**src/rtl/wrf_pkg.sv**
```systemverilog
// Shared constants and types for the watchdog and reset-cause block
package wrf_pkg;

  // ****************************************
  // Timing
  // ****************************************
  localparam int unsigned CLK_FREQ_HZ = 40_000_000;
  localparam int unsigned OSC_FREQ_HZ = 1_000_000;
  localparam int unsigned OSC_DIV = CLK_FREQ_HZ / OSC_FREQ_HZ;
  localparam int unsigned BASE_TIMEOUT_TICKS = 16384;
  localparam int unsigned CE_HOLD_CYCLES = 4;

  // ****************************************
  // Register map
  // ****************************************
  localparam int unsigned ADDR_W = 2;
  localparam logic [ADDR_W-1:0] ADDR_RESET_CAUSE = 2'h0;
  localparam logic [ADDR_W-1:0] ADDR_WDT_CTRL = 2'h1;

  localparam int unsigned FLAG_POWER_ON = 0;
  localparam int unsigned FLAG_EXTERNAL = 1;
  localparam int unsigned FLAG_BROWNOUT = 2;
  localparam int unsigned FLAG_WATCHDOG = 3;
  localparam int unsigned FLAG_TEST_PORT = 4;
  localparam int unsigned FLAG_COUNT = 5;
  localparam logic [FLAG_COUNT-1:0] CAUSE_RESET = 5'h01;

  localparam int unsigned CTRL_CHANGE_ENABLE = 4;
  localparam int unsigned CTRL_WDT_ENABLE = 3;
  localparam int unsigned CTRL_PRESC_LSB = 0;
  localparam int unsigned PRESC_W = 3;
  localparam logic [PRESC_W-1:0] PRESC_RESET = 3'h0;
  localparam logic [2:0] CE_CNT_RESET = 3'h0;

  // ****************************************
  // Types
  // ****************************************
  typedef logic [PRESC_W-1:0] wrf_presc_t;

  typedef struct packed {
    logic wr;
    logic rd;
    logic [ADDR_W-1:0] addr;
    logic [7:0] wdata;
  } wrf_bus_req_s;

  typedef struct packed {
    logic testPortReset;
    logic brownoutReset;
    logic extReset_n;
    logic alwaysOnFuse;
  } wrf_async_s;

  localparam logic [3:0] SYNC_RESET = 4'h2;

endpackage : wrf_pkg

```
**src/rtl/wrf_timeout_counter.sv**
```systemverilog
// Watchdog oscillator tick divider and time-out counter
`timescale 1ns/1ps
module wrf_timeout_counter #(
  parameter int unsigned DIV = wrf_pkg::OSC_DIV,
  parameter int unsigned BASE_TICKS = wrf_pkg::BASE_TIMEOUT_TICKS
) (
  input wire logic clk_sys,
  input wire logic rst,
  input wire logic restart,
  input wire logic enable,
  input wire wrf_pkg::wrf_presc_t presc,
  output logic expire
);
  import wrf_pkg::*;

  localparam int unsigned DIV_W = $clog2(DIV);
  localparam int unsigned CNT_W = $clog2(BASE_TICKS) + 8;

  if (DIV < 2) begin : g_bad_div
    $error("Divider must be at least two");
  end
  if (BASE_TICKS < 2) begin : g_bad_base
    $error("Base time-out must be at least two ticks");
  end

  logic [DIV_W-1:0] divCnt_r;
  logic [DIV_W-1:0] divCnt_nxt;
  logic [CNT_W-1:0] tickCnt_r;
  logic [CNT_W-1:0] tickCnt_nxt;
  logic expire_r;
  logic expire_nxt;
  logic tick;
  logic [CNT_W-1:0] limit;

  // ****************************************
  // Oscillator tick and count
  // ****************************************
  always_comb begin
    tick = (divCnt_r == DIV_W'(DIV - 1));
    divCnt_nxt = tick ? '0 : divCnt_r + 1'b1;
    limit = CNT_W'(BASE_TICKS) << presc;
    expire_nxt = 1'b0;
    tickCnt_nxt = tickCnt_r;
    if (restart || !enable) begin
      tickCnt_nxt = '0;
    end else if (tick) begin
      if (tickCnt_r == limit - 1'b1) begin
        tickCnt_nxt = '0;
        expire_nxt = 1'b1;
      end else begin
        tickCnt_nxt = tickCnt_r + 1'b1;
      end
    end
  end

  always_ff @(posedge clk_sys or posedge rst) begin
    if (rst) begin
      divCnt_r <= '0;
      tickCnt_r <= '0;
      expire_r <= 1'b0;
    end else begin
      divCnt_r <= divCnt_nxt;
      tickCnt_r <= tickCnt_nxt;
      expire_r <= expire_nxt;
    end
  end

  assign expire = expire_r;

  // ****************************************
  // Checks
  // ****************************************
  a_restart_clears: assert property (@(posedge clk_sys) disable iff (rst)
    (restart || !enable) |=> (tickCnt_r == '0))
    else $error("Count not restarted");
  a_expire_at_limit: assert property (@(posedge clk_sys) disable iff (rst)
    expire_r |-> ($past(tickCnt_r) == $past(limit) - 1'b1))
    else $error("Expiry away from selected limit");

endmodule : wrf_timeout_counter

```
**src/rtl/wrf_watchdog_top.sv**
```systemverilog
// Watchdog timer with protected changes and reset-cause flags
//
// Added by the designer: the address-and-strobe port and the placing of the registers.
`timescale 1ns/1ps
module wrf_watchdog_top #(
  parameter int unsigned DIV = wrf_pkg::OSC_DIV,
  parameter int unsigned BASE_TICKS = wrf_pkg::BASE_TIMEOUT_TICKS
) (
  input wire logic clk_sys,
  input wire logic rst,
  input wire wrf_pkg::wrf_bus_req_s busReq,
  output logic [7:0] rdata,
  input wire wrf_pkg::wrf_async_s asyncIn,
  input wire logic wdtRestartReq,
  output logic wdtResetPulse,
  output logic chipResetReq
);
  import wrf_pkg::*;

  if (CE_HOLD_CYCLES < 1 || CE_HOLD_CYCLES > 7) begin : g_bad_hold
    $error("Change-enable hold does not fit its counter");
  end

  logic [3:0] sync1_r;
  logic [3:0] sync2_r;
  logic [FLAG_COUNT-1:0] flags_r;
  logic [FLAG_COUNT-1:0] flags_nxt;
  logic [FLAG_COUNT-1:0] flagSet;
  logic [2:0] ceCnt_r;
  logic [2:0] ceCnt_nxt;
  logic wde_r;
  logic wde_nxt;
  wrf_presc_t presc_r;
  wrf_presc_t presc_nxt;
  logic [7:0] rdata_r;
  logic [7:0] rdata_nxt;
  logic wrCause;
  logic wrCtrl;
  logic unlock;
  logic ceActive;
  logic level2;
  logic always_on_fuse;
  logic expire;
  logic extRst;
  logic borRst;
  logic tpRst;
  logic chipRst;
  logic [7:0] causeRead;
  logic [7:0] ctrlRead;

  // ****************************************
  // Input synchronisers
  // ****************************************
  always_ff @(posedge clk_sys or posedge rst) begin
    if (rst) begin
      sync1_r <= SYNC_RESET;
      sync2_r <= SYNC_RESET;
    end else begin
      sync1_r <= asyncIn;
      sync2_r <= sync1_r;
    end
  end

  always_comb begin
    tpRst = sync2_r[3];
    borRst = sync2_r[2];
    extRst = !sync2_r[1];
    level2 = sync2_r[0];
    chipRst = expire || extRst || borRst || tpRst;
    wrCause = busReq.wr && (busReq.addr == ADDR_RESET_CAUSE);
    wrCtrl = busReq.wr && (busReq.addr == ADDR_WDT_CTRL);
    unlock = wrCtrl && busReq.wdata[CTRL_CHANGE_ENABLE] && busReq.wdata[CTRL_WDT_ENABLE];
    ceActive = (ceCnt_r != 3'h0);
    always_on_fuse = wde_r || level2;
  end

  // ****************************************
  // Reset-cause flags
  // ****************************************
  always_comb begin
    flagSet = '0;
    flagSet[FLAG_EXTERNAL] = extRst;
    flagSet[FLAG_BROWNOUT] = borRst;
    flagSet[FLAG_WATCHDOG] = expire;
    flagSet[FLAG_TEST_PORT] = tpRst;
    flags_nxt = flags_r;
    for (int i = 0; i < FLAG_COUNT; i++) begin
      // Clear only on written zero, set wins over clear
      if (wrCause && !busReq.wdata[i]) begin
        flags_nxt[i] = 1'b0;
      end
      if (flagSet[i]) begin
        flags_nxt[i] = 1'b1;
      end
    end
  end

  // Reset is power-on: it clears causes and sets the power-on flag
  always_ff @(posedge clk_sys or posedge rst) begin
    if (rst) begin
      flags_r <= CAUSE_RESET;
    end else begin
      flags_r <= flags_nxt;
    end
  end

  // ****************************************
  // Watchdog control
  // ****************************************
  always_comb begin
    ceCnt_nxt = ceActive ? ceCnt_r - 3'h1 : 3'h0;
    wde_nxt = wde_r;
    presc_nxt = presc_r;
    if (unlock) begin
      ceCnt_nxt = 3'(CE_HOLD_CYCLES);
    end
    if (wrCtrl) begin
      if (busReq.wdata[CTRL_WDT_ENABLE]) begin
        wde_nxt = 1'b1;
      end else if (ceActive) begin
        wde_nxt = 1'b0;
      end
      if (ceActive) begin
        presc_nxt = busReq.wdata[CTRL_PRESC_LSB +: PRESC_W];
      end
    end
    if (chipRst) begin
      ceCnt_nxt = CE_CNT_RESET;
      wde_nxt = 1'b0;
      presc_nxt = PRESC_RESET;
    end
  end

  always_ff @(posedge clk_sys or posedge rst) begin
    if (rst) begin
      ceCnt_r <= CE_CNT_RESET;
      wde_r <= 1'b0;
      presc_r <= PRESC_RESET;
    end else begin
      ceCnt_r <= ceCnt_nxt;
      wde_r <= wde_nxt;
      presc_r <= presc_nxt;
    end
  end

  // ****************************************
  // Read port
  // ****************************************
  always_comb begin
    causeRead = 8'h00;
    causeRead[FLAG_COUNT-1:0] = flags_r;
    ctrlRead = 8'h00;
    ctrlRead[CTRL_CHANGE_ENABLE] = ceActive;
    ctrlRead[CTRL_WDT_ENABLE] = always_on_fuse;
    ctrlRead[CTRL_PRESC_LSB +: PRESC_W] = presc_r;
    rdata_nxt = 8'h00;
    if (busReq.rd) begin
      case (busReq.addr)
        ADDR_RESET_CAUSE: rdata_nxt = causeRead;
        ADDR_WDT_CTRL: rdata_nxt = ctrlRead;
        default: rdata_nxt = 8'h00;
      endcase
    end
  end

  always_ff @(posedge clk_sys or posedge rst) begin
    if (rst) begin
      rdata_r <= 8'h00;
    end else begin
      rdata_r <= rdata_nxt;
    end
  end

  assign rdata = rdata_r;

  // ****************************************
  // Time-out counter
  // ****************************************
  wrf_timeout_counter #(
    .DIV(DIV),
    .BASE_TICKS(BASE_TICKS)
  ) u_counter (
    .clk_sys(clk_sys),
    .rst(rst),
    .restart(wdtRestartReq || chipRst),
    .enable(always_on_fuse),
    .presc(presc_r),
    .expire(expire)
  );

  assign wdtResetPulse = expire;
  assign chipResetReq = chipRst;

  // ****************************************
  // Checks
  // ****************************************
  a_ce_self_clear: assert property (@(posedge clk_sys) disable iff (rst)
    unlock ##1 (!unlock)[*4] |=> !ceActive)
    else $error("Change-enable did not clear after four cycles");
  a_ce_held: assert property (@(posedge clk_sys) disable iff (rst)
    (unlock && !chipRst) ##1 (!chipRst)[*3] |=> ceActive)
    else $error("Change-enable dropped early");
  a_wde_guarded: assert property (@(posedge clk_sys) disable iff (rst)
    (wrCtrl && !busReq.wdata[CTRL_WDT_ENABLE] && !ceActive && wde_r && !chipRst) |=> wde_r)
    else $error("Enable cleared without change-enable");
  a_presc_locked: assert property (@(posedge clk_sys) disable iff (rst)
    (!ceActive && !chipRst) |=> $stable(presc_r))
    else $error("Prescaler changed while locked");
  a_wde_set_free: assert property (@(posedge clk_sys) disable iff (rst)
    (wrCtrl && busReq.wdata[CTRL_WDT_ENABLE] && !chipRst) |=> wde_r)
    else $error("Enable write ignored");
  a_level2_on: assert property (@(posedge clk_sys) disable iff (rst)
    level2 |-> always_on_fuse)
    else $error("Watchdog off at safety level two");
  a_reserved_zero: assert property (@(posedge clk_sys) disable iff (rst)
    (busReq.rd && busReq.addr == ADDR_WDT_CTRL) |=> (rdata[7:5] == 3'h0))
    else $error("Reserved control bits read nonzero");
  a_wde_reads_one: assert property (@(posedge clk_sys) disable iff (rst)
    (busReq.rd && busReq.addr == ADDR_WDT_CTRL && level2) |=> rdata[CTRL_WDT_ENABLE])
    else $error("Enable read zero at safety level two");
  a_wd_flag_set: assert property (@(posedge clk_sys) disable iff (rst)
    wdtResetPulse |=> flags_r[FLAG_WATCHDOG])
    else $error("Watchdog flag not set");
  a_pulse_single: assert property (@(posedge clk_sys) disable iff (rst)
    wdtResetPulse |=> !wdtResetPulse)
    else $error("Reset pulse longer than one cycle");
  a_por_sticky: assert property (@(posedge clk_sys) disable iff (rst)
    (flags_r[FLAG_POWER_ON] && !(wrCause && !busReq.wdata[FLAG_POWER_ON]))
      |=> flags_r[FLAG_POWER_ON])
    else $error("Power-on flag lost");
  a_write_one_keeps: assert property (@(posedge clk_sys) disable iff (rst)
    (wrCause && busReq.wdata[FLAG_EXTERNAL] && !flags_r[FLAG_EXTERNAL] && !extRst)
      |=> !flags_r[FLAG_EXTERNAL])
    else $error("Writing one set a cause flag");
  a_ext_flag_set: assert property (@(posedge clk_sys) disable iff (rst)
    extRst |=> flags_r[FLAG_EXTERNAL])
    else $error("External flag not set");

  // ****************************************
  // Flag, control and counter checks
  // ****************************************
  a_tp_flag_set: assert property (@(posedge clk_sys) disable iff (rst)
    tpRst |=> flags_r[FLAG_TEST_PORT])
    else $error("Test-port flag not set");
  a_bor_flag_set: assert property (@(posedge clk_sys) disable iff (rst)
    borRst |=> flags_r[FLAG_BROWNOUT])
    else $error("Brown-out flag not set");
  a_tp_clear: assert property (@(posedge clk_sys) disable iff (rst)
    (wrCause && !busReq.wdata[FLAG_TEST_PORT] && !tpRst) |=> !flags_r[FLAG_TEST_PORT])
    else $error("Test-port flag not cleared");
  a_wd_clear: assert property (@(posedge clk_sys) disable iff (rst)
    (wrCause && !busReq.wdata[FLAG_WATCHDOG] && !expire) |=> !flags_r[FLAG_WATCHDOG])
    else $error("Watchdog flag not cleared");
  a_bor_clear: assert property (@(posedge clk_sys) disable iff (rst)
    (wrCause && !busReq.wdata[FLAG_BROWNOUT] && !borRst) |=> !flags_r[FLAG_BROWNOUT])
    else $error("Brown-out flag not cleared");
  a_ext_clear: assert property (@(posedge clk_sys) disable iff (rst)
    (wrCause && !busReq.wdata[FLAG_EXTERNAL] && !extRst) |=> !flags_r[FLAG_EXTERNAL])
    else $error("External flag not cleared");
  a_por_clear: assert property (@(posedge clk_sys) disable iff (rst)
    (wrCause && !busReq.wdata[FLAG_POWER_ON]) |=> !flags_r[FLAG_POWER_ON])
    else $error("Power-on flag not cleared");
  a_por_no_set: assert property (@(posedge clk_sys) disable iff (rst)
    !flags_r[FLAG_POWER_ON] |=> !flags_r[FLAG_POWER_ON])
    else $error("Power-on flag set without power-on");
  a_wde_disable: assert property (@(posedge clk_sys) disable iff (rst)
    (wrCtrl && !busReq.wdata[CTRL_WDT_ENABLE] && ceActive && !chipRst) |=> !wde_r)
    else $error("Unlocked disable ignored");
  a_ce_read: assert property (@(posedge clk_sys) disable iff (rst)
    (busReq.rd && busReq.addr == ADDR_WDT_CTRL) |=> (rdata[CTRL_CHANGE_ENABLE] == $past(ceActive)))
    else $error("Change-enable read wrong");
  a_presc_read: assert property (@(posedge clk_sys) disable iff (rst)
    (busReq.rd && busReq.addr == ADDR_WDT_CTRL) |=> (rdata[PRESC_W-1:0] == $past(presc_r)))
    else $error("Prescaler read wrong");
  a_chip_ctrl_init: assert property (@(posedge clk_sys) disable iff (rst)
    chipRst |=> (!wde_r && !ceActive && presc_r == PRESC_RESET))
    else $error("Chip reset left control set");
  a_chip_no_pulse: assert property (@(posedge clk_sys) disable iff (rst)
    chipRst |=> !wdtResetPulse)
    else $error("Time-out right after chip reset");
  a_pulse_needs_on: assert property (@(posedge clk_sys) disable iff (rst)
    wdtResetPulse |-> $past(always_on_fuse))
    else $error("Time-out while watchdog off");

endmodule : wrf_watchdog_top

```
**config.mk**
```make
export PLATFORM = sky130hd
export DESIGN_NAME = wrf_watchdog_top
export DESIGN_NICKNAME = d
export VERILOG_FILES = /design/src/rtl/wrf_pkg.sv /design/src/rtl/wrf_timeout_counter.sv /design/src/rtl/wrf_watchdog_top.sv
export SDC_FILE = /design/constraint.sdc
export NUM_CORES = 1
export LEC_CHECK = 0
export BUFFER_PORTS_ARGS = -buffer_cell sky130_fd_sc_hd__buf_4
export CORE_ASPECT_RATIO = 0.75
export CORE_UTILIZATION = 55
export CTS_CLUSTER_SIZE = 8
export DETAILED_ROUTE_END_ITERATION = 6
export GPL_TIMING_DRIVEN = 1
export HOLD_SLACK_MARGIN = 0.03
export PLACE_DENSITY = 0.75
export SYNTH_ARGS = -nofsm -noshare
export SYNTH_HDL_FRONTEND = slang
export SYNTH_SLANG_ARGS = --single-unit
```
**constraint.sdc**
```tcl
create_clock -name clk_sys -period 2.3 [get_ports clk_sys]
set_clock_uncertainty 0.1 [all_clocks]
set_input_delay 0.23 -clock clk_sys [delete_from_list [all_inputs] [get_ports clk_sys]]
set_output_delay 0.23 -clock clk_sys [all_outputs]
set_load 0.02 [all_outputs]
```
After elaboration in Yosys (flattened, before gate mapping)
Index checks and enable logic that the tools add are counted.
Storage, ports and cells
  word-level logic and storage cells: 83
  register bits: 57
  output and inout bits: 10
  bits of input ports: 19
Cells by class
  add/sub/neg operators: 4
  reductions and logical operators: 33
  muxes and demuxes: 27
  equal/unequal tests: 4
  shift-type cells: 1
Operators by type and width (count)
  $mux W22: 3
  $add A22 B1 Y22 const B: 1
  $eq A22 B22 Y1: 1
  $shl A15 B3 Y22 const A: 1
  $sub A22 B1 Y22 const B: 1
  $mux W3: 6
  $mux W1: 15
  $reduce_bool A2 Y1: 6
  $pmux W5 S2: 1
  $logic_and A1 B1 Y1: 9
  $logic_not A1 Y1: 7
  $add A6 B1 Y6 const B: 1
  $eq A6 B6 Y1 const B: 1
  $logic_or A1 B1 Y1: 6
  $mux W6: 1
  $reduce_bool A3 Y1: 2
  $mux W5: 1
  $reduce_and A2 Y1: 2
  $sub A3 B1 Y3 const B: 1
  $eq A2 B1 Y1 const B: 1
  $logic_not A2 Y1: 1
  $ne A2 B1 Y1 const B: 1

Logic depth before layout (Yosys ltp)
  depth after elaboration: 7
  gate-level depth with buffers: 7

Cells and area by module
A second synthesis with hierarchy kept.
Unflattened totals
  cells, all modules: 254
  area total of the unflattened synthesis: 2632.5 µm²
By module, submodules not included
  wrf_timeout_counter: times used 1, sequential area each 725.7 µm², area each 1655.3 µm², cells an instance 171
  wrf_watchdog_top: times used 1, sequential area each 629.4 µm², area each 977.2 µm², cells an instance 83

Worst setup path after synthesis
OpenSTA, ideal clock, no wires.
  path type: flip-flop to flip-flop
  from: reg u_counter.expire_r (netlist: u_counter.expire)
  to: reg u_counter.tickCnt_r[6]
  required time: 2.059 ns
  setup time: 0.141 ns
  path buffers: 1
  arrival time: 1.900 ns
  period minus slack after synthesis: 2.142 ns
  path slack: 0.158 ns
  cell stages (with the launch flop): 8
  cell sequence: dfrtp_1 > nor4b_4 > inv_2 > a2111o_1 > buf_2 > nand3_1 > xor2_1 > nor3_1
Between the ends
  word-level cells in the longest chain between the ends: 6
  elaborated cells between the ends (all ways): 7
  those cells by class: 1 x mux; 6 x reduce/logical
RTL lines
  from (decl): RTL line wrf_timeout_counter.sv:30  | logic expire_r;
  from (signal assigned): RTL line wrf_timeout_counter.sv:64  | expire_r <= expire_nxt;
  $logic_or A1 B1 Y1 (*) (3 in series): RTL line wrf_watchdog_top.sv:69  | chipRst = expire || extRst || borRst || tpRst;
  net chipResetReq: RTL line wrf_watchdog_top.sv:16  | output logic chipResetReq
  $logic_or A1 B1 Y1 (*): RTL line wrf_watchdog_top.sv:185  | .restart(wdtRestartReq || chipRst),
  $logic_or A1 B1 Y1 (*): RTL line wrf_timeout_counter.sv:44  | if (restart || !enable) begin
  $mux W22 or $reduce_bool A2 Y1 (tied branches)
  to (signal assigned): RTL line wrf_timeout_counter.sv:63  | tickCnt_r <= tickCnt_nxt;
  to (decl): RTL line wrf_timeout_counter.sv:28  | logic [CNT_W-1:0] tickCnt_r;
The timed path passes the listed nets; every way through them passes the cells marked *.
A chain may end at the register's enable or synchronous reset.

Worst setup path after layout
  from: reg u_counter.tickCnt_r[0]
  to: reg u_counter.tickCnt_r[21]
Between the ends
  word-level cells in the longest chain between the ends: 4
  elaborated cells between the ends (all ways): 5
  those cells by class: 1 x add/sub; 1 x eq/ne; 3 x mux
RTL lines
  $add A22 B1 Y22 or $eq A22 B22 Y1 (tied branches): RTL line wrf_timeout_counter.sv:51, wrf_timeout_counter.sv:47
  $mux W22 (*): RTL line wrf_timeout_counter.sv:47  | if (tickCnt_r == limit - 1'b1) begin
  $mux W22 (*): RTL line wrf_timeout_counter.sv:46  | end else if (tick) begin
  $mux W22 (*): RTL line wrf_timeout_counter.sv:44
Every way passes the cells marked *; elsewhere a longest branch is shown, timed or not. The select of a mux whose other input is x is not followed.

==> flow_summary.json <==
{
  "rows": 21,
  "slew_headroom_pct": 59.7,
  "finalWirelength_um": 5490,
  "routed-via-count": 2079,
  "hp-start": "busReq[0]",
  "antenna_cells": 0,
  "antenna_found_initial": 0,
  "clk_pin_slew_worst_paths_ns": 0.09,
  "status": "finished, final reports clean",
  "syn_inst": 269,
  "cp_top_family": "compound AO/OA/AOI/OAI gates",
  "fin_crit_ns": 2.16,
  "synth-compound-area-share_pct": 10.2,
  "cp.arrival_ns": 2.24,
  "cp_num_buf_inv": 1,
  "yosys-top-cells-count": "dfrtp_1, nand2_1, nor3_1, nor2_1, xor2_1",
  "synth_xor_area_share_pct": 6.72,
  "holdPathStages": 2,
  "peakVddDrop_mv": 0.364,
  "p_leak_nw": 1.30,
  "final_cells": 363,
  "r2r_slack_ns": 0.14,
  "clockPowerShare_pct": 36.7,
  "pwr-share-seq_pct": 57.6,
  "timing_hold_violations_final": 0,
  "die_w_um": 83.4,
  "multi_input_area_um2": 1250,
  "synth_most_common_cell": "dfrtp_1",
  "io_buffers": 22,
  "drv_cap": 0,
  "endpoint_kind": "flop",
  "seqCellArea_um2": 1360,
  "die_area_um2": 5260,
  "htreeDepth": 2,
  "finalSetupViolCount": 0,
  "via_per_inst": 5.73,
  "yosysSeqAreaShare_pct": 49.5,
  "io_pins": 29,
  "drt_iter0_drc": 170,
  "ys_types": 57,
  "place_inst": 349,
  "cp.required_ns": 2.37,
  "worst_hold_slack_ns": 0.0615,
  "synth-edff-count": 0,
  "min_path_type": "in -> reg",
  "yosys_warnings": 0,
  "muxShareOfSynthArea_pct": 1.10,
  "fillers": 344,
  "power_density_nw_per_um2": 530,
  "gp_congestion": 0.788,
  "r2r_end": "u_counter.tickCnt_r[21]$_DFFE_PP0P_",
  "root_buffer": "clkbuf_8",
  "synth-simple-area-share_pct": 25.1,
  "cp_cell_sequence": "ha_1 -> nand4_1 -> nor4_4 -> o2111ai_2 -> buf_4 -> o31ai_1 -> o21ai_0",
  "grt_max_degree": 29,
  "r2r-start": "u_counter.tickCnt_r[0]$_DFFE_PP0P_",
  "ant_nets": 0,
  "swShare_pct": 20.9,
  "path_class": "reg -> reg",
  "ys.flop_type": "dfrtp_1",
  "async_reset_ff_share_pct": 100,
  "ys_ff_latch": 54,
  "post_route_cells_drive_above_1_share_pct": 19.3,
  "drc": 0,
  "finalNetCount": 328,
  "cts_tree": "yes",
  "grt_pass1_wl_um": 9400,
  "p_int_mw": 1.33,
  "total_power_mw": 1.68,
  "netlist.area_leader.share_pct": 46.6,
  "finalSetupTns_ns": 0,
  "period_share_pct": 94.1,
  "max_freq_mhz": 462,
  "core_area_um2": 4620,
  "track_usage_pct": 22.5,
  "cts_buffers": 5,
  "grt_pass1_vias": 1997,
  "synthTopCellsByArea": "dfrtp_1, xor2_1, nor3_1, nand2_1, nand4_1",
  "slowest_delay_ns": 0.41,
  "rsz0062_at_grt": "no",
  "clk_latency_ns": 0.29,
  "synth-adder-area-share_pct": 2.19,
  "start_util_pct": 59.2,
  "worst_setup_path_start_kind": "flop",
  "drtPass1Iterations": 4,
  "netSwitchingPower_mw": 0.351,
  "pwr-share-comb_pct": 5.7,
  "critPathLaunch": "u_counter.tickCnt_r[0]$_DFFE_PP0P_",
  "cp_slowest_cell": "dfrtp_1",
  "wire_per_inst_um": 15.1,
  "clkSinkCount": 54,
  "maxSlewViolCount": 0,
  "postSynthAreaPerCell_um2": 10.2,
  "fp.dieH_um": 63.1,
  "crit_fanout": 4,
  "clock_path_buffers": 2,
  "synth_area_um2": 2740,
  "overflow": 0,
  "synth_area_leader_cell": "dfrtp_1",
  "syn_to_final_growth_pct": 15.9,
  "hpwl_um": 3960,
  "reg2regPathDepth": 7,
  "holdPathEnd": "flags_r[0]$_DFFE_PP1P_",
  "synth_top_family_by_area": "simple AND/OR/NAND/NOR gates",
  "tightest_slew_ns": 0.604
}
how the worst max path moves through the flow:
stage	endpoint	slack, ns	cells past startpoint
2_1_floorplan	u_counter.tickCnt_r[6]$_DFFE_PP0P_	0.16	7
3_3_place_gp	u_counter.tickCnt_r[1]$_DFFE_PP0P_	0.15	6
3_5_place_dp	u_counter.tickCnt_r[13]$_DFFE_PP0P_	0.13	6
4_1_cts	u_counter.tickCnt_r[13]$_DFFE_PP0P_	0.10	6
5_1_grt	u_counter.tickCnt_r[19]$_DFFE_PP0P_	0.02	8
6_report	u_counter.tickCnt_r[21]$_DFFE_PP0P_	0.14	7
metrics by stage:
stage	setup slack, ns	area, µm²	utilization, %
global route	0.0162	3170	68.6
global placement	0.151	3010	65.0
floorplan	0.158	2740	-
CTS	0.102	3160	68.4
finish	0.136	3170	68.6
detailed placement	0.127	3010	65.0
state kept, by name (all words and copies together) (netlist names):
name / cells
ceCnt_r: 3
flags_r: 5
presc_r: 3
rdata: 5
sync1_r: 4
sync2_r: 4
u_counter.divCnt_r: 6
u_counter.expire: 1
u_counter.tickCnt_r: 22
wde_r: 1
kinds of logic after synthesis:
| family | after synthesis |
|---|---|
| simple gates | 120 |
| compound gates | 40 |
| fa+ha+maj | 5 |
| mux | 3 |
| other cells | 1 |
| flops | 54 |
| buf+inv | 25 |
| xor+xnor | 21 |
layout by cell type, fill, tap and decap left out, types with 2 or more instances in the layout:
cell and instances:
nand2b_1 5, a211oi_1 2, dfstp_2 3, inv_1 9, xor2_1 15, nor3_1 22
a21oi_1 8, ha_1 4, a2111oi_0 2, conb_1 3, buf_4 34, and3_1 3
nor4_4 2, o21ai_0 14, nor2_1 21, mux2i_1 3, xnor2_1 6, nand3_1 12
nand2_1 23, and2_1 3, dfrtp_1 51, nand4_1 13, clkbuf_8 5, buf_12 2
dlygate4sd3_1 5, inv_2 2, clkbuf_1 2
layout make-up:
cell class	instances	area share, %
sequential	54	42.7
multi-input combinational	192	39.5
timing repair buffer	41	10.9
clock buffer	7	2.41
tap	57	2.25
inverter	11	1.30
clock inverter	1	0.947
layer usage:
metal / GRT usage [%] / up-vias / wire length, µm
met5: 0 / - / 0
met4: 4.66 / 0 / 42
met3: 4.06 / 6 / 214
met2: 35.0 / 44 / 2500
met1: 33.3 / 1005 / 2730
li1: - / 1024 / -
timing repair:
item | CTS | global route
hold buffers | 5 | 0
gates resized for setup | 0 | 1
endpoints found under the setup margin | 0 | 19
hold endpoints to repair | 31 | 0
setup buffers | 0 | 1
power by group through the flow:
| stage | sequential (mW) | combinational [mW] | clock (mW) |
|---|---|---|---|
| 4_1_cts | 0.968 | 0.0974 | 0.630 |
| 3_3_place_gp | 0.987 | 0.0887 | 0 |
| 5_1_grt | 0.970 | 0.108 | 0.680 |
| 2_1_floorplan | 0.988 | 0.0467 | 0 |
| 6_report | 0.968 | 0.0964 | 0.616 |
| 3_5_place_dp | 0.987 | 0.0909 | 0 |
(Power assumes the default switching activity.)
